**src/hdl/mib_pkg.sv**
```systemverilog
// Purpose: Shared constants and types for the increment and branch execute block
// Assumes: Single 25 MHz clock, synchronous active-high reset
// Notes:   Opcode encodings are local to this block
package mib_pkg;
  localparam int          DATA_W       = 8;
  localparam int          ADDR_W       = 7;
  localparam int          PC_W         = 11;
  localparam int          PTR_W        = 3;
  localparam logic [2:0]  OP_NONE      = 3'h0;
  localparam logic [2:0]  OP_INT_ON    = 3'h1;
  localparam logic [2:0]  OP_INC       = 3'h2;
  localparam logic [2:0]  OP_INCSZ     = 3'h3;
  localparam logic [2:0]  OP_JUMP      = 3'h4;
  localparam logic        DEST_ACCUM   = 1'b0;
  localparam logic        DEST_REG     = 1'b1;
  localparam logic [7:0]  ACCUM_RST    = 8'h00;
  localparam logic [10:0] PC_RST       = 11'h000;
  localparam logic        INT_EN_RST   = 1'b0;
  localparam logic        ZERO_RST     = 1'b0;

  typedef enum logic [1:0] {
    MIB_EXEC  = 2'b00,
    MIB_SKIP  = 2'b01,
    MIB_JUMP2 = 2'b10
  } mib_state_t;

  typedef struct packed {
    logic [2:0] op;
    logic [6:0] addr;
    logic       dest;
  } mib_instr_t;

  typedef struct packed {
    logic       en;
    logic [6:0] addr;
    logic [7:0] data;
  } mib_wr_t;
endpackage : mib_pkg
```
**src/hdl/mib_core.sv**
```systemverilog
// Purpose: Execute stage for interrupt enable, increments and computed jump
// Assumes: Register file read data valid combinationally for the presented address
// Notes:   Instruction accepted when ready_out is high and instr_valid_in is high
`timescale 1ns/1ps
// How it works
// - Enable-interrupts sets the global enable bit, one cycle, no flags touched.
// - Increment adds one; destination 0 writes accumulator, 1 writes register.
// - Increment sets zero flag on wrap to zero, clears otherwise, one cycle.
// - Increment-and-skip adds one, same destination selection as increment.
// - Zero result discards the fetched next instruction, executing a no-op.
// - Increment-and-skip takes one cycle, or two when skipping.
// - Computed jump loads pc high from pointer low bits, low from accumulator.
// - Computed jump is unconditional, flags unchanged, two cycles.
module mib_core (
  input  wire logic                     clk_in,
  input  wire logic                     rst_in,
  input  wire logic                     instr_valid_in,
  input  wire mib_pkg::mib_instr_t      instr_in,
  input  wire logic [7:0]               reg_rdata_in,
  input  wire logic [7:0]               table_high_pointer_in,
  output logic      [6:0]               reg_raddr_out,
  output mib_pkg::mib_wr_t              reg_wr_out,
  output logic      [7:0]               accumulator_out,
  output logic      [10:0]              program_counter_out,
  output logic                          global_interrupt_enable_out,
  output logic                          zero_flag_out,
  output logic                          ready_out,
  output logic                          discard_out
);
  mib_pkg::mib_state_t state_q, state_d;
  logic [7:0]          accum_q, accum_d;
  logic [10:0]         pc_q, pc_d;
  logic                int_en_q, int_en_d;
  logic                ready_q, ready_d;
  logic                z_q, z_d;
  mib_pkg::mib_wr_t    wr_q, wr_d;
  logic                disc_q, disc_d;
  logic [7:0]          sum;
  logic                sum_zero;
  logic                take;

  mib_inc #(.W(8)) u_inc (
    .val_in   (reg_rdata_in),
    .sum_out  (sum),
    .zero_out (sum_zero)
  );

  assign take          = instr_valid_in && (state_q == mib_pkg::MIB_EXEC);
  assign reg_raddr_out = instr_in.addr;

  always_comb begin
    state_d  = state_q;
    accum_d  = accum_q;
    pc_d     = pc_q;
    int_en_d = int_en_q;
    z_d     = z_q;
    wr_d    = '0;
    disc_d  = 1'b0;
    case (state_q)
      mib_pkg::MIB_EXEC: begin
        if (take) begin
          pc_d = pc_q + 11'h001;
          case (instr_in.op)
            mib_pkg::OP_INT_ON: begin
              int_en_d = 1'b1;
            end
            mib_pkg::OP_INC, mib_pkg::OP_INCSZ: begin
              if (instr_in.dest == mib_pkg::DEST_ACCUM) begin
                accum_d = sum;
              end else begin
                wr_d.en   = 1'b1;
                wr_d.addr = instr_in.addr;
                wr_d.data = sum;
              end
              if (instr_in.op == mib_pkg::OP_INC) begin
                z_d = sum_zero;
              end else if (sum_zero) begin
                state_d = mib_pkg::MIB_SKIP;
                disc_d  = 1'b1;
              end
            end
            mib_pkg::OP_JUMP: begin
              pc_d    = {table_high_pointer_in[2:0], accum_q};
              state_d = mib_pkg::MIB_JUMP2;
            end
            default: begin
            end
          endcase
        end
      end
      mib_pkg::MIB_SKIP: begin
        pc_d    = pc_q + 11'h001;
        state_d = mib_pkg::MIB_EXEC;
      end
      mib_pkg::MIB_JUMP2: begin
        state_d = mib_pkg::MIB_EXEC;
      end
      default: begin
        state_d = mib_pkg::MIB_EXEC;
      end
    endcase
    ready_d = (state_d == mib_pkg::MIB_EXEC);
  end

  always_ff @(posedge clk_in) begin
    if (rst_in) begin
      state_q <= mib_pkg::MIB_EXEC;
      accum_q  <= mib_pkg::ACCUM_RST;
      pc_q     <= mib_pkg::PC_RST;
      int_en_q <= mib_pkg::INT_EN_RST;
      z_q      <= mib_pkg::ZERO_RST;
      wr_q     <= '0;
      disc_q   <= 1'b0;
      ready_q  <= 1'b1;
    end else begin
      state_q  <= state_d;
      accum_q  <= accum_d;
      pc_q     <= pc_d;
      int_en_q <= int_en_d;
      z_q      <= z_d;
      wr_q     <= wr_d;
      disc_q   <= disc_d;
      ready_q  <= ready_d;
    end
  end

  assign accumulator_out             = accum_q;
  assign program_counter_out         = pc_q;
  assign global_interrupt_enable_out = int_en_q;
  assign zero_flag_out               = z_q;
  assign reg_wr_out                  = wr_q;
  assign discard_out                 = disc_q;
  assign ready_out                   = ready_q;

  a_int_enable_set: assert property (@(posedge clk_in) disable iff (rst_in)
    take && instr_in.op == mib_pkg::OP_INT_ON |=> int_en_q && $stable(z_q) && ready_q)
    else $error("enable interrupts did not set enable bit");

  a_inc_to_accum: assert property (@(posedge clk_in) disable iff (rst_in)
    take && instr_in.op == mib_pkg::OP_INC && !instr_in.dest |=> accum_q == $past(sum) && !wr_q.en)
    else $error("increment to accumulator wrong");

  a_inc_zero_flag: assert property (@(posedge clk_in) disable iff (rst_in)
    take && instr_in.op == mib_pkg::OP_INC |=> z_q == ($past(sum) == 8'h00) && ready_q)
    else $error("increment zero flag wrong");

  a_incsz_dest_reg: assert property (@(posedge clk_in) disable iff (rst_in)
    take && instr_in.op == mib_pkg::OP_INCSZ && instr_in.dest |=> wr_q.en && wr_q.data == $past(sum))
    else $error("increment skip write back wrong");

  a_skip_discards: assert property (@(posedge clk_in) disable iff (rst_in)
    take && instr_in.op == mib_pkg::OP_INCSZ && sum_zero |=> discard_out ##1 !discard_out && ready_q)
    else $error("skip did not discard next instruction");

  a_skip_cycles: assert property (@(posedge clk_in) disable iff (rst_in)
    take && instr_in.op == mib_pkg::OP_INCSZ && !sum_zero |=> ready_q && !discard_out)
    else $error("no skip should take one cycle");

  a_jump_pc_load: assert property (@(posedge clk_in) disable iff (rst_in)
    take && instr_in.op == mib_pkg::OP_JUMP |=> pc_q == {$past(table_high_pointer_in[2:0]), $past(accum_q)})
    else $error("computed jump target wrong");

  a_jump_two_cyc: assert property (@(posedge clk_in) disable iff (rst_in)
    take && instr_in.op == mib_pkg::OP_JUMP |=> !ready_q && $stable(z_q) ##1 ready_q)
    else $error("computed jump timing or flags wrong");

  a_incsz_keeps_z: assert property (@(posedge clk_in) disable iff (rst_in)
    take && instr_in.op == mib_pkg::OP_INCSZ |=> $stable(z_q))
    else $error("increment skip changed zero flag");

  a_write_addr: assert property (@(posedge clk_in) disable iff (rst_in)
    take && instr_in.op == mib_pkg::OP_INC && instr_in.dest |=> wr_q.addr == $past(instr_in.addr))
    else $error("write address wrong");

  a_int_enable_held: assert property (@(posedge clk_in) disable iff (rst_in)
    int_en_q |=> int_en_q)
    else $error("interrupt enable bit was cleared");

  a_int_on_no_data: assert property (@(posedge clk_in) disable iff (rst_in)
    take && instr_in.op == mib_pkg::OP_INT_ON |=> $stable(accum_q) && !wr_q.en && !discard_out)
    else $error("enable interrupts changed data path");

  a_inc_to_reg: assert property (@(posedge clk_in) disable iff (rst_in)
    take && instr_in.op == mib_pkg::OP_INC && instr_in.dest |=> wr_q.en && wr_q.data == $past(sum) && $stable(accum_q))
    else $error("increment write back wrong");

  a_inc_one_cycle: assert property (@(posedge clk_in) disable iff (rst_in)
    take && instr_in.op == mib_pkg::OP_INC |=> ready_q && !discard_out)
    else $error("increment took more than one cycle");

  a_incsz_to_accum: assert property (@(posedge clk_in) disable iff (rst_in)
    take && instr_in.op == mib_pkg::OP_INCSZ && !instr_in.dest |=> accum_q == $past(sum) && !wr_q.en)
    else $error("increment skip to accumulator wrong");

  a_skip_ignores_next: assert property (@(posedge clk_in) disable iff (rst_in)
    state_q == mib_pkg::MIB_SKIP |=> $stable(accum_q) && $stable(z_q) && $stable(int_en_q) && !wr_q.en)
    else $error("discarded instruction had an effect");

  a_skip_pc_step: assert property (@(posedge clk_in) disable iff (rst_in)
    state_q == mib_pkg::MIB_SKIP |=> pc_q == $past(pc_q) + 11'h001)
    else $error("skip cycle did not advance program counter");

  a_skip_ready_low: assert property (@(posedge clk_in) disable iff (rst_in)
    take && instr_in.op == mib_pkg::OP_INCSZ && sum_zero |=> !ready_q)
    else $error("skip did not hold ready low");

  a_busy_no_write: assert property (@(posedge clk_in) disable iff (rst_in)
    !ready_q |=> !wr_q.en && !discard_out)
    else $error("busy cycle produced a write or discard");

  a_incsz_pc_step: assert property (@(posedge clk_in) disable iff (rst_in)
    take && instr_in.op == mib_pkg::OP_INCSZ && !sum_zero |=> pc_q == $past(pc_q) + 11'h001)
    else $error("no skip program counter step wrong");

  a_jump_keeps_pc: assert property (@(posedge clk_in) disable iff (rst_in)
    state_q == mib_pkg::MIB_JUMP2 |=> $stable(pc_q) && $stable(z_q))
    else $error("jump second cycle changed pc or flags");

  a_jump_no_write: assert property (@(posedge clk_in) disable iff (rst_in)
    take && instr_in.op == mib_pkg::OP_JUMP |=> !wr_q.en && $stable(accum_q))
    else $error("computed jump changed data path");

  a_incsz_wr_addr: assert property (@(posedge clk_in) disable iff (rst_in)
    take && instr_in.op == mib_pkg::OP_INCSZ && instr_in.dest |=> wr_q.addr == $past(instr_in.addr))
    else $error("increment skip write address wrong");
endmodule : mib_core

```
**src/hdl/mib_inc.sv**
```systemverilog
// Purpose: Eight-bit incrementer with zero detect
// Assumes: Pure combinational
// Notes:   Result wraps at 8 bits
`timescale 1ns/1ps
module mib_inc #(
  parameter int W = 8
) (
  input  wire logic [W-1:0] val_in,
  output logic      [W-1:0] sum_out,
  output logic              zero_out
);
  always_comb begin
    sum_out  = val_in + {{(W-1){1'b0}}, 1'b1};
    zero_out = (sum_out == '0);
  end
endmodule : mib_inc

```
**config.mk**
```make
export PLATFORM = sky130hd
export DESIGN_NAME = mib_core
export DESIGN_NICKNAME = d
export VERILOG_FILES = /design/src/hdl/mib_pkg.sv /design/src/hdl/mib_core.sv /design/src/hdl/mib_inc.sv
export SDC_FILE = /design/constraint.sdc
export NUM_CORES = 1
export LEC_CHECK = 0
export BUFFER_PORTS_ARGS = -buffer_cell sky130_fd_sc_hd__clkbuf_2
export CAP_MARGIN = 20
export CORE_MARGIN = 2
export CORE_UTILIZATION = 46
export DETAILED_ROUTE_END_ITERATION = 8
export PLACE_DENSITY = 0.76
export SETUP_SLACK_MARGIN = 0.3
export SYNTH_ARGS = -nofsm -noshare
export SYNTH_HDL_FRONTEND = slang
export SYNTH_SLANG_ARGS = --single-unit
```
**constraint.sdc**
```tcl
create_clock -name clk_in -period 2.6 [get_ports clk_in]
set_input_delay 0.26 -clock clk_in [delete_from_list [all_inputs] [get_ports clk_in]]
set_output_delay 0.26 -clock clk_in [all_outputs]
set_load 0.1 [all_outputs]
```
# Yosys cells after proc, flatten, opt, wreduce, memory -nomap -nowiden
# Cells that the tools add are included.
# totals
mem_bits_rw,0
romBits,0
inputBits,30
elab_cells,45
register_bits,41
latchBits,0
n_memories,0
out_inout_bits,46
# op_classes
n_addsub,2
shift,0
n_mul,0
n_mux,10
div,0
order_cmp,0
n_reduce_logical,13
eq_ne,6
bitwise,4
# op_table
operator,n
11-bit two-way mux,2
11-bit case mux with 2 select lines,1
16-bit two-way mux,1
11-bit by 1-bit adder with 11-bit output (second input constant),1
5-bit OR reduction,2
8-bit by 1-bit adder with 8-bit output (second input constant),1
8-bit zero test,1
2-bit two-way mux,4
4-bit AND reduction,2
3-bit by 2-bit equality test with 1-bit output (second input constant),2
2-bit zero test,2
1-bit NOT,4
2-bit case mux with 2 select lines,1
4-bit OR reduction,1
3-bit by 1-bit equality test with 1-bit output (second input constant),1
3-bit equality test (second input constant),1
3-bit AND reduction,1
2-bit by 1-bit equality test with 1-bit output (second input constant),1
2-bit inequality test (second input constant),1
2-bit AND reduction,1
2-bit nonzero test,1
2-bit OR reduction,1
1-bit logical AND,1
1-bit two-way mux,1

# Longest topological paths before layout
# Gate-level depths: netlist of run 1.
# depth
ltp_word,8
ltp_mapped,5
mapped_depth_nobuf,5

# Modules after synthesis
# A second synthesis of run 1 with hierarchy kept.
# hier_totals
cells_unflattened,205
hier_area_um2,1863.0
# by_module_without_submodules
module,n_inst,area_per_inst_um2,cells_each,seq_area_each_um2
mib_core,1,1719.1,182,820.8
mib_inc,1,143.9,23,0.0

# Worst setup path after synthesis of run 1
# OpenSTA, ideal clock, no wires.
# synth_path
path_type,reg-to-reg
start,"reg pc_q[1], in the netlist program_counter_out[1]"
end,"reg pc_q[10], in the netlist program_counter_out[10]"
n_path_buf,0
required_ns,2.519
setup_ns,0.081
stages_incl_launch_ff,6
setup_slack_ns,0.155
period_less_slack_ns,2.445
arrival_time_ns,2.364
cell_sequence,dfxtp_1 > ha_1 > and3_1 > nand4_1 > or4_1 > a41oi_1
# synth_via
elab_chain_len,4
# synth_rtl
item,line_no,source
"start, declared",mib_core.sv:32,"logic [10:0] pc_q, pc_d;"
"start signal, assigned",mib_core.sv:109,pc_q <= mib_pkg::PC_RST;
"start signal, assigned",mib_core.sv:118,pc_q <= pc_d;
11-bit by 1-bit adder with 11-bit output *,"mib_core.sv:62, mib_core.sv:92",
11-bit two-way mux,mib_core.sv:63,case (instr_in.op)
11-bit two-way mux,mib_core.sv:61,if (take) begin
11-bit case mux with 2 select lines *,mib_core.sv:59,case (state_q)
# Every way passes the cells marked *; elsewhere a longest branch is shown, timed or not. The select of a mux whose other input is x is not followed.
# A chain may end at the register's enable or synchronous reset.

# Final worst setup path of run 1
# layout_path
start,reg state_q[0]
end,"reg ready_q, in the netlist ready_out"
# layout_via
elab_chain_len,6
word_cells_on_any_way,8
cone_classes,5 x mux; 3 x reduce/logical
# layout_rtl
item,line_no,source
"start, declared",mib_core.sv:30,"mib_pkg::mib_state_t state_q, state_d;"
"start signal, assigned",mib_core.sv:107,state_q <= mib_pkg::MIB_EXEC;
"start signal, assigned",mib_core.sv:116,state_q <= state_d;
2-bit two-way mux,mib_core.sv:77,end else if (sum_zero) begin
2-bit two-way mux,mib_core.sv:75,if (instr_in.op == mib_pkg::OP_INC) begin
2-bit case mux with 2 select lines,mib_core.sv:63,
2-bit two-way mux,mib_core.sv:61,
2-bit two-way mux *,mib_core.sv:59,
2-bit zero test *,mib_core.sv:102,ready_d = (state_d == mib_pkg::MIB_EXEC);
"end signal, assigned",mib_core.sv:123,ready_q <= ready_d;
"end, declared",mib_core.sv:34,"logic ready_q, ready_d;"
# Every way passes the cells marked *; elsewhere a longest branch is shown, timed or not.

==> metrics, run 1 <==
core area=4030 um2; Vias/cell=5.52; number of synthesized flops with an enable pin=0; fill cell count=386; commonest non-fill, non-tap cells in the layout=clkbuf_2 (70), dfxtp_1 (39), nor2_1 (26); starting density of the core=48.0%; r2r endpoint=ready_out; worst relative slew slack=45.0%; Placer Congestion=0.788; DR WL/cell=13.9 um; slowest stage cell, crit path=or4b_4; fin cells=331; Largest delay share family, worst path=simple AND/OR/NAND/NOR gates; Clk Latency, worst-skew pair=0.30 ns; #FFs+latches synth=41; initial antenna violation count=0; Critical Path AT=2.14 ns; RSZ-0062 raised after global routing=false; Buf+Inv Stages, Crit Path=0; worst-margin pin slew=0.823 ns; clk_skew=0.00503 ns; post-CTS resize count=0; Yosys cell types=49; number of global-route vias before repair=1620; worst stage delay on the critical path=0.59 ns; Antenna diodes=0; CTS root buffer=clkbuf_8; Sink Count=41; die width=68.9 um; CP Max Fanout=12; drt initial violations=125; power per cell area=610 nW/um2; Fin. Hold Viols=0; commonest non-fill, non-tap cell in the layout=clkbuf_2; setup bufs post-CTS=0; startpoint types=flop; Main synth FF type=dfxtp_1; leak pwr=1.02 nW; post-synth net total=253; multi-input combinational cell area=982 um2; Die Y=68.9 um; Synth Cell Area=1940 um2; Peak Freq=509 MHz; Syn-to-layout area delta=22.3%; total of max-cap violations=0; GR Util All Layers=21.0%; critical path type=reg2reg; CTS Hold Bufs=0; post-route minimum period=1.96 ns; Top Ports=76; mean post-synth cell area=8.80 um2; part of the Yosys area used for sequential elements=42.4%; DR pass1 iterations=4; Num CTS Buffers=5; first-pass GRT wire length=7330 um; antenna-violating nets left=0; Reg area=823 um2; Setup crit end kind=flop; Clock Tree Buf Depth=2; pin count of the biggest net entering global routing=25; status=finished, final reports clean; peak supply drop=0.362 mV; final core occ=58.8%; Ys Warns=0; asr flop ratio synth=0%; routed vias=1827; Synth area leader=dfxtp_1; Worst Hold Class=in2reg; depth of the worst register-to-register path=4; Buffers on Ports=70; most area-consuming cells after synthesis=dfxtp_1 (42%), nor2_1 (5.0%), and3_1 (4.5%), nand3_1 (3.4%), a211oi_1 (2.7%); total gr overflow=0; CTS clk-pin slew, worst paths=0.08 ns; Pins Over Slew Limit=0; Final setup viols=0; CTS tree=built; hold path start=reg_rdata_in[0]; post-synth top area share=42.4%; Tcrit/Tclk final=75.6%; # rows=23; Fin Setup TNS=0 ns; setup slack after layout=0.635 ns; Net count, final=313; Req. time, crit path=2.78 ns; number of remaining DRC errors=0; layout cell share with drive strength beyond 1=32.4%; critical path cell sequence=or4b_4 > nor3_2 > a21boi_0 > a31oi_1; Worst R2R Start=state_q[0]; die area=4740 um2; Setup WS pre-CTS=0.642 ns; Worst Hold End=reg_wr_out[0]; CTS H-Tree Depth=2; hold depth=2; DP HPWL=3320 um; cells after synthesis=220; setup slack, reg-to-reg=0.64 ns; Placed Cells=323; drt total wl=4610 um
[state kept, by name, indices dropped and copies added, names as in the netlist]
register,flops
reg_wr_out,16
discard_out,1
global_interrupt_enable_out,1
state_q,2
accumulator_out,8
ready_out,1
zero_flag_out,1
program_counter_out,11
[logic make-up (layout without fill, tap and decap cells)]
| family | after synthesis | in the layout | share of synthesized area [%] |
|---|---|---|---|
| compound gates | 49 | 49 | 18.4 |
| fa+ha+maj | 3 | 3 | 1.94 |
| buf+inv | 26 | 87 | 6.85 |
| simple gates | 92 | 92 | 26.1 |
| flops | 41 | 41 | 42.4 |
| mux | 2 | 2 | 1.10 |
| xor+xnor | 7 | 7 | 3.17 |
[power by group]
part	switching, W	leakage [nW]	internal, W
logic	0.000214	0.630	0.0000565
registers	0.0000135	0.333	0.000642
clock network	0.000229	0.0554	0.000288
total	0.000456	1.02	0.000987
[worst register-to-register path, stage by stage (launching register included)]
cell      delay [ns]
dfxtp_1         0.36
or4b_4          0.59
nor3_2          0.45
a21boi_0        0.32
a31oi_1         0.13
[through the flow]
step | area, um2 | hold WS (ns) | power (W)
after floorplan | 1940 | 0.332 | 0.000886
after global placement | 2260 | 0.457 | 0.000938
after detailed placement | 2260 | 0.469 | 0.000940
after CTS | 2370 | 0.194 | 0.00145
after global routing | 2370 | 0.197 | 0.00151
final | 2370 | 0.201 | 0.00144
[Yosys cell counts (5+ instances only)]
cell / n
o21ai_0: 8
inv_1: 8
and3_1: 14
a211oi_1: 7
nand3_1: 13
nand2_1: 13
xnor2_1: 5
a21oi_1: 10
dfxtp_1: 41
buf_4: 7
clkbuf_1: 9
nor2_1: 26
[final cells by class]
type                       instances  area share [%]
clock inverter                     2            1.64
multi-input combinational        153            41.5
timing repair buffer              71            15.1
clock buffer                       6            3.07
tap                               50            2.64
sequential                        41            34.8
inverter                           8            1.27
[worst max-delay path by stage]
stage,startpoint,end,cells after the start
detailed placement,state_q[0],ready_out,4
finish,state_q[0],ready_out,4
global placement,state_q[0],zero_flag_out,4
global route,state_q[0],ready_out,4
CTS,state_q[0],ready_out,4
floorplan,program_counter_out[2],program_counter_out[10],4
[per-layer routing]
layer	share of wire, %	routed length, um	vias to the layer above	global-route usage (%)
li1	-	-	916	-
met1	44	2030	832	26.4
met2	47	2190	73	33.4
met3	7.0	325	6	6.33
met4	1.6	72	0	8.82
met5	0	0	-	0
Note: power is estimated with default switching activity, not from simulation.
==> inputs of run 2 (changes only) <==
Settings changed: CORE_UTILIZATION 46 to 43, PLACE_DENSITY 0.76 to 0.75.
Clock period 2.6 ns to 1.6 ns, I/O delays scaled along.
==> run 2 against run 1 <==
Combinational power is 94% higher; first-iteration DRC count increased by 19%; global-route usage increased by 0.45 points; design area up 20%; critical endpoint is now accumulator_out[1]; sequential share of layout area fell by 4.2 points; total power up 59%; hold slack got worse by 0.10 ns; wire length grew 18%.
==> metrics, run 2 (same netlist as run 1, synthesis figures left out) <==
status=finished, final reports clean; number of flip-flops under the largest register name=16 (unchanged); Top Ports=76 (unchanged); starting density of the core=44.5% (-3.6 points); fill cell count=386 (unchanged); Syn-to-layout area delta=46.7%; pin count of the biggest net entering global routing=16 (-36%); layout cell share with drive strength beyond 1=52.1% (+20 points); die area=5050 um2 (+6.6%); final hold slack=0.0970 ns (-0.104 ns); commonest non-fill, non-tap cell in the layout=clkbuf_2; total of max-cap violations=0 (unchanged); CP Max Fanout=13 (+1); critical path type=reg2reg; routed vias=1971 (+7.9%); GR Util All Layers=21.4% (+0.45 points); Clock Tree Buf Depth=2 (unchanged); antenna-violating nets left=0 (unchanged); power per cell area=809 nW/um2 (+33%); Peak Freq=626 MHz (+23%); Vias/cell=5.46 (-1.1%); peak supply drop=0.575 mV (+59%); Reg area=868 um2 (+5.5%); Fin. Hold Viols=0 (unchanged); DR pass1 iterations=4 (unchanged); multi-input combinational cell area=1150 um2 (+17%); worst-margin pin slew=0.547 ns (-0.276 ns); number of global-route vias before repair=1828 (+13%); hold path start=instr_in[7]; startpoint types=flop; Net count, final=341 (+8.9%); Die Y=71.1 um (+3.2%); number of remaining DRC errors=0 (unchanged); DR WL/cell=15.1 um (+8.1%); die width=71.1 um (+3.2%); post-route minimum period=1.60 ns (-0.367 ns); Tcrit/Tclk final=99.8% (+24 points); commonest non-fill, non-tap cells in the layout=clkbuf_2 (51), nor2_1 (25), buf_4 (25); DP HPWL=3740 um (+13%); CTS clk-pin slew, worst paths=0.09 ns (about the same); # rows=24 (+4.3%); Placed Cells=340 (+5.3%); Critical Path AT=1.79 ns (-0.35 ns); drt initial violations=149 (+19%); CTS root buffer=clkbuf_8; worst relative slew slack=63.7% (+19 points); total gr overflow=0 (unchanged); Setup crit end kind=flop; fin cells=361 (+9.1%); initial antenna violation count=0 (unchanged); Sink Count=41 (unchanged); Worst R2R Start=state_q[1]; post-route cell area=2840 um2 (+20%); Req. time, crit path=1.80 ns (-0.98 ns); core area=4350 um2 (+8.1%); Num CTS Buffers=5 (unchanged); Buffers on Ports=70 (unchanged); Pins Over Slew Limit=0 (unchanged); clk_skew=0.00737 ns (+0.00234 ns); Clk Latency, worst-skew pair=0.30 ns (about the same); first-pass GRT wire length=8510 um (+16%); Worst Hold Class=in2reg; RSZ-0062 raised after global routing=true; CTS Hold Bufs=0 (unchanged); drt total wl=5440 um (+18%); Placed Instance Area=2500 um2 (+11%); Placer Congestion=0.812 (+3.0%); Final setup viols=0 (unchanged); critical path startpoint=state_q[1]; CTS tree=built; leak pwr=1.22 nW (+20%); Antenna diodes=0 (unchanged); CTS H-Tree Depth=2 (unchanged)
## run 2: cell types whose count changed in the layout (fill, tap and decap cells not counted), moves of 7 or more
cell and change:
buf_2 +10, buf_4 +24, clkbuf_2 -19, dfxtp_4 +9, a211oi_1 -7, clkbuf_4 +7
a211oi_2 +7, dfxtp_1 -18, dfxtp_2 +9
## run 2: path summary, 6_finish.rpt
path	slack, ns	end	cells after the start
worst max-delay path	0.003	accumulator_out[1]	5
worst min-delay path	0.1	reg_wr_out[14]	2
worst max register to register	0.003	accumulator_out[1]	5
worst min register to register	0.50	global_interrupt_enable_out	2
## run 2: stage by stage
step,setup TNS (ns),setup slack [ns],utilization (%),power (W)
finish,0,0.00290,65.2,0.00230
global route,-0.0510,-0.0460,65.2,0.00239
CTS,0,0.0497,62.1,0.00229
detailed placement,-0.0100,-0.0100,57.3,0.00156
global placement,0,0.00294,57.3,0.00155
floorplan,-0.275,-0.128,-,0.00144
## run 2: layout make-up
| cell class | count | area share (%) |
|---|---|---|
| Tap cell | 52 | 2.29 |
| Timing Repair Buffer | 99 | 22.2 |
| Clock inverter | 3 | 0.881 |
| Sequential cell | 41 | 30.6 |
| Multi-Input combinational cell | 153 | 40.5 |
| Clock buffer | 5 | 2.42 |
| Inverter | 8 | 1.06 |
## run 2: worst max-delay path, cell delays in order (launching register included)
cell and delay [ns]:
dfxtp_2 0.33, or4b_4 0.55, nor3_4 0.17, buf_12 0.16
mux2i_1 0.20, nor2_1 0.07
## run 2: what timing repair did
action | CTS | global route
endpoints found under the setup margin | 47 | 52
resized for setup | 18 | 30
pin swaps | 9 | 10
setup buffers | 9 | 4
## run 2: routing by layer
layer	up-vias	track usage (%)	share of wire, %
met5	-	0	0
li1	980	-	-
met1	910	26.5	43
met4	0	11.3	2.9
met3	15	5.41	4.2
met2	66	34.5	50
## run 2: where the power goes
group          switching, W  internal, W
logic              0.000384     0.000139
clock network      0.000405     0.000315
registers         0.0000209      0.00103
==> inputs of run 3 (changes only) <==
Settings changed: GPL_TIMING_DRIVEN from default to 0.
==> run 3 against run 2 <==
The run now ends with negative setup slack left; flip-flop and latch count unchanged; global-route usage up 0.76 points; via count rose by 1.2%; wire length up 4.1%; combinational power increased by 4%; die area unchanged; largest cell class unchanged.
==> metrics, run 3 (same netlist as run 1, synthesis figures left out) <==
Net count, final=346 (+1.5%); Clk Latency, worst-skew pair=0.31 ns (about the same); setup slack after layout=-0.106 ns (-0.109 ns); Sink Count=41 (unchanged); CTS clk-pin slew, worst paths=0.10 ns (about the same); commonest non-fill, non-tap cells in the layout=clkbuf_2 (53), nor2_1 (22), buf_4 (21), dfxtp_1 (21); peak supply drop=0.493 mV (-14%); Tcrit/Tclk final=107% (+6.8 points); Pins Over Slew Limit=0 (unchanged); drt initial violations=186 (+25%); DR pass1 iterations=4 (unchanged); DR WL/cell=15.5 um (+2.7%); Buffers on Ports=68 (-2.9%); Peak Freq=586 MHz (-6.4%); Antenna diodes=0 (unchanged); fill cell count=361 (-6.5%); leak pwr=1.25 nW (+2.5%); post-route minimum period=1.71 ns (+0.109 ns); Num CTS Buffers=5 (unchanged); total of max-cap violations=0 (unchanged); critical path cell sequence=or4b_4 > nor3_4 > buf_6 > nor2_1 > a211oi_2; worst stage delay on the critical path=0.55 ns (about the same); initial antenna violation count=0 (unchanged); Top Ports=76 (unchanged); worst-margin pin slew=0.654 ns (+0.107 ns); failing checks=negative setup slack; slowest stage cell, crit path=or4b_4; power per cell area=809 nW/um2 (about the same); RSZ-0062 raised after global routing=true; status=finished, violations left; clk_skew=0.0203 ns (+0.0129 ns); post-route cell area=2880 um2 (+1.4%); Buf+Inv Stages, Crit Path=1 (unchanged); Fin. Hold Viols=0 (unchanged); Syn-to-layout area delta=48.7%; core area=4350 um2 (unchanged); Clock Tree Buf Depth=2 (unchanged); Setup crit end kind=flop; Die Y=71.1 um (unchanged); starting density of the core=44.5% (unchanged); number of global-route vias before repair=1879 (+2.8%); drt total wl=5660 um (+4.1%); commonest non-fill, non-tap cell in the layout=clkbuf_2; GR Util All Layers=22.2% (+0.76 points); die width=71.1 um (unchanged); Fin Setup TNS=-0.516 ns (-0.516 ns); DP HPWL=3590 um (-3.9%); CTS tree=built; pin count of the biggest net entering global routing=14 (-2); Vias/cell=5.45 (-0.17%); first-pass GRT wire length=9050 um (+6.2%); routed vias=1995 (+1.2%); Critical Path AT=1.91 ns (+0.12 ns); number of flip-flops under the largest register name=16 (unchanged); total gr overflow=0 (unchanged); # rows=24 (unchanged); critical path type=reg2reg; layout cell share with drive strength beyond 1=52.9% (+0.76 points); CTS H-Tree Depth=2 (unchanged); worst relative slew slack=56.4% (-7.3 points); CP Max Fanout=9 (-4); CTS Hold Bufs=0 (unchanged); Largest delay share family, worst path=simple AND/OR/NAND/NOR gates; startpoint types=flop; Placed Instance Area=2460 um2 (-1.5%); Worst Hold Class=in2reg; number of remaining DRC errors=0 (unchanged); Placer Congestion=0.846 (+4.1%); Final setup viols=11 (+11); Req. time, crit path=1.80 ns (about the same); CTS root buffer=clkbuf_8; antenna-violating nets left=0 (unchanged); die area=5050 um2 (unchanged)
==> run 3: cell count changes in the layout (fill, tap and decap cells not counted), sizes merged <==
cell / previous run / this run
clkinv: 1 / 2
clkinvlp: 1 / 0
clkbuf: 63 / 71
inv: 9 / 8
buf: 41 / 39
==> run 3: through the flow <==
| step | hold slack, ns | utilization [%] | power [W] | std cells | setup WS (ns) |
|---|---|---|---|---|---|
| floorplan | 0.232 | - | 0.00144 | 220 | -0.128 |
| global placement | 0.407 | 56.5 | 0.00155 | 340 | -0.137 |
| detailed placement | 0.415 | 56.5 | 0.00155 | 340 | -0.172 |
| CTS | 0.108 | 64.3 | 0.00232 | 363 | -0.0517 |
| global route | 0.111 | 66.1 | 0.00240 | 366 | -0.149 |
| finish | 0.102 | 66.1 | 0.00233 | 366 | -0.106 |
==> run 3: cell type report <==
class | count | area (um2) | share of cell area [%]
timing repair buffer | 86 | 520 | 18.1
multi-input combinational | 153 | 1140 | 39.8
clock buffer | 6 | 82.6 | 2.87
tap | 52 | 65.1 | 2.26
buffer | 18 | 149 | 5.17
inverter | 8 | 30.0 | 1.04
clock inverter | 2 | 13.8 | 0.478
sequential | 41 | 873 | 30.3
==> run 3: worst reg2reg max path, cell delays in order (launching register included) <==
cell,delay [ns]
dfxtp_4,0.37
or4b_4,0.55
nor3_4,0.22
buf_6,0.20
nor2_1,0.07
a211oi_2,0.19
==> run 3: path summary, 6_finish.rpt <==
path	startpoint	end	slack (ns)	cells past startpoint
min reg2reg	accumulator_out[5]	accumulator_out[5]	0.49	2
min	instr_in[3]	reg_wr_out[10]	0.10	2
max reg2reg	state_q[1]	accumulator_out[7]	-0.11	5
max	state_q[1]	accumulator_out[7]	-0.11	5
==> run 3: routing by layer <==
layer / routed length (um) / GRT usage (%) / up-vias
li1: - / - / 992
met1: 2530 / 29.6 / 924
met2: 2820 / 36.2 / 74
met3: 263 / 4.56 / 5
met4: 43 / 6.92 / 0
met5: 0 / 0 / -
==> run 3: what timing repair did <==
item	4_1_cts	5_1_grt
endpoints found under the setup margin	44	52
gates resized for setup	34	33
gates cloned	1	1
setup buffers	14	2
pin swaps	9	5
==> run 3: power by group <==
| group | internal [W] | switching, W | leakage, nW |
|---|---|---|---|
| logic | 0.000153 | 0.000389 | 0.852 |
| clock network | 0.000350 | 0.000387 | 0.0512 |
| registers | 0.00103 | 0.0000210 | 0.345 |
| total | 0.00153 | 0.000797 | 1.25 |
